File: src/design/cidr_defs.vh
`ifndef CIDR_DEFS_VH
`define CIDR_DEFS_VH

// Field positions of the identity word
`define CIDR_ID_IMPL_LSB 24
`define CIDR_ID_VAR_LSB 20
`define CIDR_ID_ARCH_LSB 16
`define CIDR_ID_PART_LSB 4
`define CIDR_ID_REV_LSB 0

// Secondary opcode selections
`define CIDR_OP2_CACHE 3'h1
`define CIDR_OP2_MEMST 3'h2

// Location of the identification group
`define CIDR_LOC_ZERO 4'h0

// Cache geometry word constants
`define CIDR_CTYPE 4'he
`define CIDR_SEPARATE 1'b1
`define CIDR_ASSOC_4WAY 3'h2
`define CIDR_MULT_PRESENT 1'b0
`define CIDR_LEN_8WORD 2'h2
`define CIDR_DESC_RSVD 2'h0
`define CIDR_TOP_RSVD 3'h0

// Size ladder: 4KB gives code 3
`define CIDR_SIZE_BASE_KB 4
`define CIDR_SIZE_BASE_CODE 4'h3
`define CIDR_SIZE_MAX_KB 128

// Memory status word bit positions
`define CIDR_MEMST_DPRES 0
`define CIDR_MEMST_IPRES 16

`define CIDR_ZERO_WORD 32'h0000_0000

`endif

File: src/design/cidr_regs.v
// Functional notes
// - Secondary opcode picks identity, cache, memory status
// - Other opcode values return identity word
// - Identity word is constant read-only
// - Identity fields: implementer, variant, architecture, part, revision
// - Revision field follows built layout revision
// - Cache type bits 28:25 read 1110
// - Bit 24 shows separate caches
// - Descriptors share layout, top bits zero
// - Multiplier bits read zero, caches present
// - Size codes placed per cache capacity
// - Size ladder 4KB code 3 to 128KB
// - Associativity reads four-way code
// - Line length reads eight-word code
// - Memory status word read-only, reports presence
// - Only privileged read transfers accepted here
`timescale 1ns/100ps
`default_nettype none

`include "cidr_defs.vh"

module cidr_regs #(
	parameter [7:0] IMPL_CODE = 8'h5a, // Arbitrary value
	parameter [3:0] VARIANT = 4'h1, // Arbitrary value
	parameter [3:0] ARCH_CODE = 4'h2, // Arbitrary value
	parameter [11:0] PART_NUM = 12'h123, // Arbitrary value
	parameter [3:0] LAYOUT_REV = 4'h3, // Arbitrary value
	parameter DCACHE_KB = 8,
	parameter ICACHE_KB = 16
) (
	input wire mclk,
	input wire nrst,
	input wire xfer_valid,
	input wire xfer_read,
	input wire xfer_privileged,
	input wire xfer_is_reg,
	input wire [3:0] xfer_major_reg,
	input wire [3:0] minor_register_selector,
	input wire [2:0] xfer_op2,
	input wire itcm_present,
	input wire dtcm_present,
	output reg rdata_valid_r,
	output wire [31:0] rdata,
	output reg undef_r
);

	// ------------------------------------------------------------
	// Capacity ladder and field helpers
	// ------------------------------------------------------------
	// Capacities outside the ladder clamp to its end points
	function [3:0] size_code;
		input integer kb;
		integer k;
		integer c;
		begin
			c = 0;
			k = `CIDR_SIZE_BASE_KB;
			while (k < kb && k < `CIDR_SIZE_MAX_KB) begin
				k = k * 2;
				c = c + 1;
			end
			size_code = `CIDR_SIZE_BASE_CODE + c[3:0];
		end
	endfunction

	function [11:0] descriptor;
		input [3:0] sz;
		begin
			descriptor = {`CIDR_DESC_RSVD, sz, `CIDR_ASSOC_4WAY,
				`CIDR_MULT_PRESENT, `CIDR_LEN_8WORD};
		end
	endfunction

	// Zero-extends a field of up to twelve bits and moves it into place
	function [31:0] place_field;
		input [11:0] value;
		input integer lsb;
		begin
			place_field = {20'h0_0000, value} << lsb;
		end
	endfunction

	localparam [3:0] DSIZE = size_code(DCACHE_KB);
	localparam [3:0] ISIZE = size_code(ICACHE_KB);

	// ------------------------------------------------------------
	// Identity word
	// ------------------------------------------------------------
	wire [31:0] id_impl_f;
	wire [31:0] id_var_f;
	wire [31:0] id_arch_f;
	wire [31:0] id_part_f;
	wire [31:0] id_rev_f;
	wire [31:0] id_word;

	assign id_impl_f = place_field({4'h0, IMPL_CODE}, `CIDR_ID_IMPL_LSB);
	assign id_var_f = place_field({8'h00, VARIANT}, `CIDR_ID_VAR_LSB);
	assign id_arch_f = place_field({8'h00, ARCH_CODE}, `CIDR_ID_ARCH_LSB);
	assign id_part_f = place_field(PART_NUM, `CIDR_ID_PART_LSB);
	// Revision follows the layout actually built, set per build
	assign id_rev_f = place_field({8'h00, LAYOUT_REV}, `CIDR_ID_REV_LSB);

	// Fields never overlap, so an or assembles the constant word
	assign id_word = id_impl_f | id_var_f | id_arch_f | id_part_f | id_rev_f;

	// ------------------------------------------------------------
	// Cache geometry word
	// ------------------------------------------------------------
	wire [3:0] dsize_code;
	wire [3:0] isize_code;
	wire [11:0] dcache_desc;
	wire [11:0] icache_desc;
	wire [7:0] cache_top;
	wire [31:0] cache_word;

	assign dsize_code = DSIZE;
	assign isize_code = ISIZE;
	// Both descriptors share one layout; only the size codes differ
	assign dcache_desc = descriptor(dsize_code);
	assign icache_desc = descriptor(isize_code);
	assign cache_top = {`CIDR_TOP_RSVD, `CIDR_CTYPE, `CIDR_SEPARATE};
	assign cache_word = {cache_top, dcache_desc, icache_desc};

	// ------------------------------------------------------------
	// Memory status word
	// ------------------------------------------------------------
	wire [11:0] ipres_field;
	wire [11:0] dpres_field;
	wire [31:0] memst_ibit;
	wire [31:0] memst_dbit;
	wire [31:0] memst_word;

	// Only the two presence bits are defined; all others read zero
	assign ipres_field = {11'h000, itcm_present};
	assign dpres_field = {11'h000, dtcm_present};
	assign memst_ibit = place_field(ipres_field, `CIDR_MEMST_IPRES);
	assign memst_dbit = place_field(dpres_field, `CIDR_MEMST_DPRES);
	assign memst_word = memst_ibit | memst_dbit;

	// ------------------------------------------------------------
	// Transfer decode
	// ------------------------------------------------------------
	wire loc_hit;
	wire kind_ok;
	wire mode_ok;
	wire is_read;
	wire hit;
	wire ok_read;
	wire undef_kind;
	wire undef_mode;
	wire bad;

	// Minor selector is assumed zero by the requester and not decoded
	assign loc_hit = (xfer_major_reg == `CIDR_LOC_ZERO);
	assign kind_ok = xfer_is_reg;
	assign mode_ok = xfer_privileged;
	assign is_read = xfer_read;
	assign hit = xfer_valid && loc_hit;
	assign ok_read = hit && kind_ok && mode_ok && is_read;
	// Other instruction kinds and user-mode transfers trap, reads or writes
	assign undef_kind = hit && !kind_ok;
	assign undef_mode = hit && kind_ok && !mode_ok;
	// Privileged writes are ignored: no state changes on them
	assign bad = undef_kind || undef_mode;

	// ------------------------------------------------------------
	// Answer flags
	// ------------------------------------------------------------
	reg rdata_valid_nxt;
	reg undef_nxt;

	// Each flag pulses for one cycle, the edge after the transfer is taken
	always @* begin
		rdata_valid_nxt = 1'b0;
		undef_nxt = 1'b0;
		if (ok_read) begin
			rdata_valid_nxt = 1'b1;
		end
		if (bad) begin
			undef_nxt = 1'b1;
		end
	end

	always @(posedge mclk) begin
		if (!nrst) begin
			rdata_valid_r <= 1'b0;
			undef_r <= 1'b0;
		end else begin
			rdata_valid_r <= rdata_valid_nxt;
			undef_r <= undef_nxt;
		end
	end

	// ------------------------------------------------------------
	// Word select and read data register
	// ------------------------------------------------------------
	wire [2:0] word_sel;
	wire load_word;

	// Only an accepted read or reset (which loads zero) moves the output register,
	// so rdata holds the last word read until the next accepted read or reset
	assign word_sel = xfer_op2;
	assign load_word = ok_read;

	cidr_word_mux u_mux (
		.mclk(mclk),
		.nrst(nrst),
		.load(load_word),
		.sel(word_sel),
		.id_word(id_word),
		.cache_word(cache_word),
		.memst_word(memst_word),
		.rdata_r(rdata)
	);

endmodule

`default_nettype wire

File: src/design/cidr_word_mux.v
`timescale 1ns/100ps
`default_nettype none

`include "cidr_defs.vh"

// ------------------------------------------------------------
// Registered word select
// ------------------------------------------------------------
module cidr_word_mux (
	input wire mclk,
	input wire nrst,
	input wire load,
	input wire [2:0] sel,
	input wire [31:0] id_word,
	input wire [31:0] cache_word,
	input wire [31:0] memst_word,
	output reg [31:0] rdata_r
);

	reg [31:0] rdata_nxt;

	always @* begin
		case (sel)
			`CIDR_OP2_CACHE: rdata_nxt = cache_word;
			`CIDR_OP2_MEMST: rdata_nxt = memst_word;
			default: rdata_nxt = id_word;
		endcase
	end

	always @(posedge mclk) begin
		if (!nrst) begin
			rdata_r <= `CIDR_ZERO_WORD;
		end else if (load) begin
			rdata_r <= rdata_nxt;
		end
	end

endmodule

`default_nettype wire
File: config.mk
export PLATFORM = sky130hd
export DESIGN_NAME = cidr_regs
export DESIGN_NICKNAME = d
export VERILOG_FILES = /design/src/design/cidr_regs.v /design/src/design/cidr_word_mux.v
export VERILOG_INCLUDE_DIRS = /design/src /design/src/design
export SDC_FILE = /design/constraint.sdc
export NUM_CORES = 1
export LEC_CHECK = 0
export ABC_AREA = 0
export BUFFER_PORTS_ARGS = -buffer_cell sky130_fd_sc_hd__buf_2
export CORE_MARGIN = 1.5
export CORE_UTILIZATION = 42
export DETAILED_ROUTE_END_ITERATION = 6
export PLACE_DENSITY = 0.72
export SYNTH_ARGS = -nofsm -noshare
export SYNTH_HDL_FRONTEND = slang
export SYNTH_HIERARCHICAL = 1
export SYNTH_SLANG_ARGS = --single-unit
File: constraint.sdc
create_clock -name mclk -period 3 [get_ports mclk]
set_input_delay 0 -clock mclk [delete_from_list [all_inputs] [get_ports mclk]]
set_output_delay 0 -clock mclk [all_outputs]
set_load 0.01 [all_outputs]
**After elaboration in Yosys (flattened, before gate mapping)**

Index checks and enable logic that the tools add are counted.

- Register bits after elaboration: 34
- Input bits: 19
- Output and inout port bits: 34
- Logic and storage cells: 19

- Equality and inequality tests: 2
- Muxes and demuxes: 3
- Bitwise operators: 1
- Reductions and logical operators: 10

Operator list:

| kind | number |
|---|---|
| 31-bit case mux with 2 select lines | 1 |
| 17-bit by 1-bit OR with 17-bit output | 1 |
| 1-bit logical AND | 6 |
| 4-bit zero test | 1 |
| 3-bit by 1-bit == test with 1-bit output (second input constant) | 1 |
| 3-bit by 2-bit == test with 1-bit output (second input constant) | 1 |
| 1-bit zero test | 2 |
| 1-bit 2-to-1 mux | 2 |
| 1-bit logical OR | 1 |

**Longest topological paths before layout**

- Word-level depth: 6
- Gate-level depth with buffers: 6
- Depth with buffers taken out: 4

**Hierarchy**

Netlist, hierarchy kept.

Modules (own cells, without submodules):

| module | instances | cells an instance | area an instance (sq um) | seq. area each (sq um) |
|---|---|---|---|---|
| cidr_word_mux | 1 | 226 | 1900.6 | 640.6 |
| cidr_regs | 1 | 11 | 105.1 | 40.0 |

**Least setup slack after synthesis**

OpenSTA, ideal clock, no wires.

- Kind: input to register
- Start point: input port xfer_major_reg[0]
- End point: register u_mux.rdata_r[25]
- Library setup time: 0.074 ns
- Data arrival time: 1.291 ns
- Required time: 2.926 ns
- Path slack: 1.635 ns
- Stages: 6
- Path buffers: 2
- Path through: or4b_1 -> nor3_1 -> clkbuf_2 -> clkbuf_1 -> o21ai_0 -> a31oi_1

- Cells in the longest elaborated chain, start to end: 5

RTL lines:

| item | RTL line | source |
|---|---|---|
| start, declared | cidr_regs.v:37 | `input wire [3:0] xfer_major_reg,` |
| 4-bit zero test (no source line) | -- |  |
| 1-bit logical AND | cidr_regs.v:158 | `assign hit = xfer_valid && loc_hit;` |
| 1-bit logical AND (3 in series) | cidr_regs.v:159 | `assign ok_read = hit && kind_ok && mode_ok && is_read;` |
| net load_word | cidr_regs.v:198 | `wire load_word;` |
| end signal, assigned | cidr_word_mux.v:32 | `` rdata_r <= `CIDR_ZERO_WORD; `` |
| end signal, assigned | cidr_word_mux.v:34 | `rdata_r <= rdata_nxt;` |
| end, declared | cidr_word_mux.v:17 | `output reg [31:0] rdata_r` |

The timed path passes the listed nets, and every way through them passes these cells.
A chain may end at the register's enable or synchronous reset.

**Worst setup path after layout**

- Start point: input port xfer_major_reg[2]
- End point: register u_mux.rdata_r[0]

Same word-level chain as after synthesis.

==> key figures <==
STA
  • Worst slew margin: 34.0%
  • Clock skew: 0 ps
  • F_max: 524 MHz
  • Final setup viols: 0
  • RSZ-0062 raised after global routing: false
  • Hold Vio Cnt, Final: 0
  • Final Max Tran Viols: 0
  • Post-route minimum period: between 1500 and 2000 ps
  • Final Cycle Share: 63.6%
  • Worst slew pin tran: 986 ps
  • Post-Route Setup TNS: 0 ps

Layout
  • Most common cell after layout, fill and taps aside: conb_1
  • Commonest cells after routing, fill and taps aside: conb_1 (94), o21ai_0 (59), buf_2 (48)
  • Layout cell share with drive strength beyond 1: 18.5%
  • P&R area growth vs syn: 31.7%
  • Final-stage net count: between 300 and 400
  • Design area: 2640 um^2
  • Antenna Cells: 0

GRT
  • First-pass GRT wire length: 7.83 mm
  • Vias in the first global route: around 1.8k
  • GRT Overall Usage: 18.6%
  • Pin count of the biggest net entering global routing: 65
  • Total global routing overflow: 0
  • Antenna violations before repair: 0

Detailed routing
  • Vias/cell: 4.90
  • Overall routed net length: 4.66 mm
  • Post-DR wirelength/cell: 11.2 um
  • Routed Antenna Nets: 0
  • DRT iter0 DRCs: 127
  • Post-route DRC: 0
  • Via count: 2035
  • TritonRoute pass-1 iters: 4

Synthesis
  • Share of the yosys chip area belonging to registers: 33.9%
  • Register bit total from synthesis: 34
  • Synth Area per Inst: 8.46 um^2
  • Post-synth top area share: between 30 and 40%
  • Syn Inst Count: 237
  • Unique masters post-synth: 24
  • Top post-synthesis cells by area: dfxtp_1 (34%), o21ai_0 (15%), a32oi_1 (14%), a31oi_1 (10%), nor2b_1 (7.8%)
  • Post-Syn Area: 2010 um^2
  • Yosys warns: 6
  • Synth area leader: dfxtp_1

Worst setup path
  • Worst setup SP type: input pin
  • CP required: 3200 ps
  • Setup Crit Path Kind: in -> reg
  • CP max FO: 64
  • Crit path cell chain: dlygate4sd3_1 > buf_2 > or4b_1 > nor3_2 > buf_4 > o21ai_0 > a31oi_1
  • WP data arrival: between 2000 and 2500 ps
  • Reg2reg setup slack: 2320 ps
  • Max incr delay on CP: between 500 and 600 ps
  • Critical R2R Launch: u_mux/rdata_r[0]
  • Slowest CP cell: dlygate4sd3_1
  • R2R depth: 2
  • Reg-to-reg endpoint: u_mux/rdata_r[0]
  • Crit end category: flop

Worst hold path
  • Min-delay worst type: in -> reg
  • Hold Path Sink: rdata_valid_r
  • Hold Crit Start: xfer_valid
  • WHS Path Cells: 3

Clocking
  • Post-CTS setup buffer count: 0
  • TritonCTS clock tree: built
  • Worst-case clock buffer depth: 2
  • Num Clock Sinks: 34
  • CTS HTree Levels: 2
  • Worst-path clk slew: 70 ps
  • CTS resizes: 0
  • Root buffer selected by CTS: clkbuf_8
  • Post-CTS Hold Buffers: 4
  • Worst-Skew Late Latency: about 280 ps
  • Total CTS buffers: 5

Power and ir drop
  • Peak VDD IR: roughly 180 uV
  • Pwr per Cell Area: a little under 400 nW/um^2
  • Static leakage: 1.19 nW

Run
  • Max cap viols: 0

Floorplanning
  • Die ar.: 5200 um^2
  • Row cnt: 24
  • Core area: about 4500 um^2
  • Die Y: 72.1 um
  • Top Ports: between 50 and 60
  • Initial Util: 44.8%
  • Die width: 72.1 um

Outcome
  • Status: finished, final reports clean

Placed design
  • Gp weighted congestion: 0.696
  • Area after DPL: 2490 um^2
  • Number of port buffers: 48
  • DP HPWL: 2.79 mm
## layout make-up
| class | count | area (um^2) |
|---|---|---|
| Tap cell | 52 | 65.1 |
| Clock inverter | 1 | 30.0 |
| Clock buffer | 6 | 82.6 |
| Sequential cell | 34 | 681 |
| Inverter | 1 | 3.75 |
| Timing Repair Buffer | 57 | 318 |
| Multi-Input combinational cell | 264 | 1460 |
| Fill cell | 425 | 1830 |
## synthesized netlist by cell type (all sizes together)
cell / count
o21ai: 64
dfxtp: 34
a31oi: 32
a32oi: 32
nor2b: 25
clkbuf: 16
buf: 14
and2b: 9
conb: 2
nor3: 2
a211oi: 1
inv: 1
nand2: 1
nand3: 1
or4: 1
or4b: 1
xnor2: 1
## state kept, by name, indices dropped and copies added (netlist names)
signal         count
rdata_valid_r      1
undef_r            1
u_mux/rdata_r     32
## layer usage
metal | share of wire, % | track usage [%] | up-vias
li1 | - | - | 1068
met1 | 49 | 22.9 | 912
met2 | 46 | 32.8 | 50
met3 | 4.2 | 3.61 | 5
met4 | 0.90 | 5.66 | 0
met5 | 0 | 0 | -
## report_power, final
part / switching [mW] / internal, mW
combinational: 0.0894 / 0.0503
sequential: 0.000771 / 0.453
clock: 0.165 / 0.266
total: 0.255 / 0.769
## through the flow
step                utilization, %  instances  power (mW)  hold WS (ps)  worst slack, ps
floorplan                        -        329       0.581          84.6             1630
global placement              55.6        404       0.597           197             1360
detailed placement            55.6        404       0.598           207             1320
CTS                           59.0        415        1.03          1.68             1090
global route                  59.0        415        1.08          33.2              904
finish                        59.0        415        1.02          11.1             1090
## critical path, delay by kind of cell
kind,cells,cell delay [ps]
buffers and inverters,3,1120
AND/OR/NAND/NOR,2,580
AO/OA/AOI/OAI,2,380
## cells by family (layout without fill, tap and decap cells)
family                 Yosys count  after routing  synth area share [%]
XOR/XNOR                         1              1                 0.811
AND/OR/NAND/NOR                 40             40                  13.5
other                            2             94                 0.374
flip-flops                      34             34                  33.9
AO/OA/AOI/OAI                  129            129                  40.5
buffers and inverters           31             65                  10.8
## worst max-delay path by stage
stage | start | end | slack, ps | cells after the start
after global placement | xfer_major_reg[0] | u_mux/rdata_r[16] | 1360 | 6
after global routing | xfer_major_reg[2] | u_mux/rdata_r[0] | 900 | 7
after CTS | xfer_major_reg[2] | u_mux/rdata_r[0] | 1090 | 7
after detailed placement | xfer_major_reg[0] | u_mux/rdata_r[0] | 1320 | 6
after floorplan | xfer_major_reg[0] | u_mux/rdata_r[25] | 1630 | 6
final | xfer_major_reg[2] | u_mux/rdata_r[0] | 1090 | 7
Note: power is estimated with default switching activity, not from simulation.
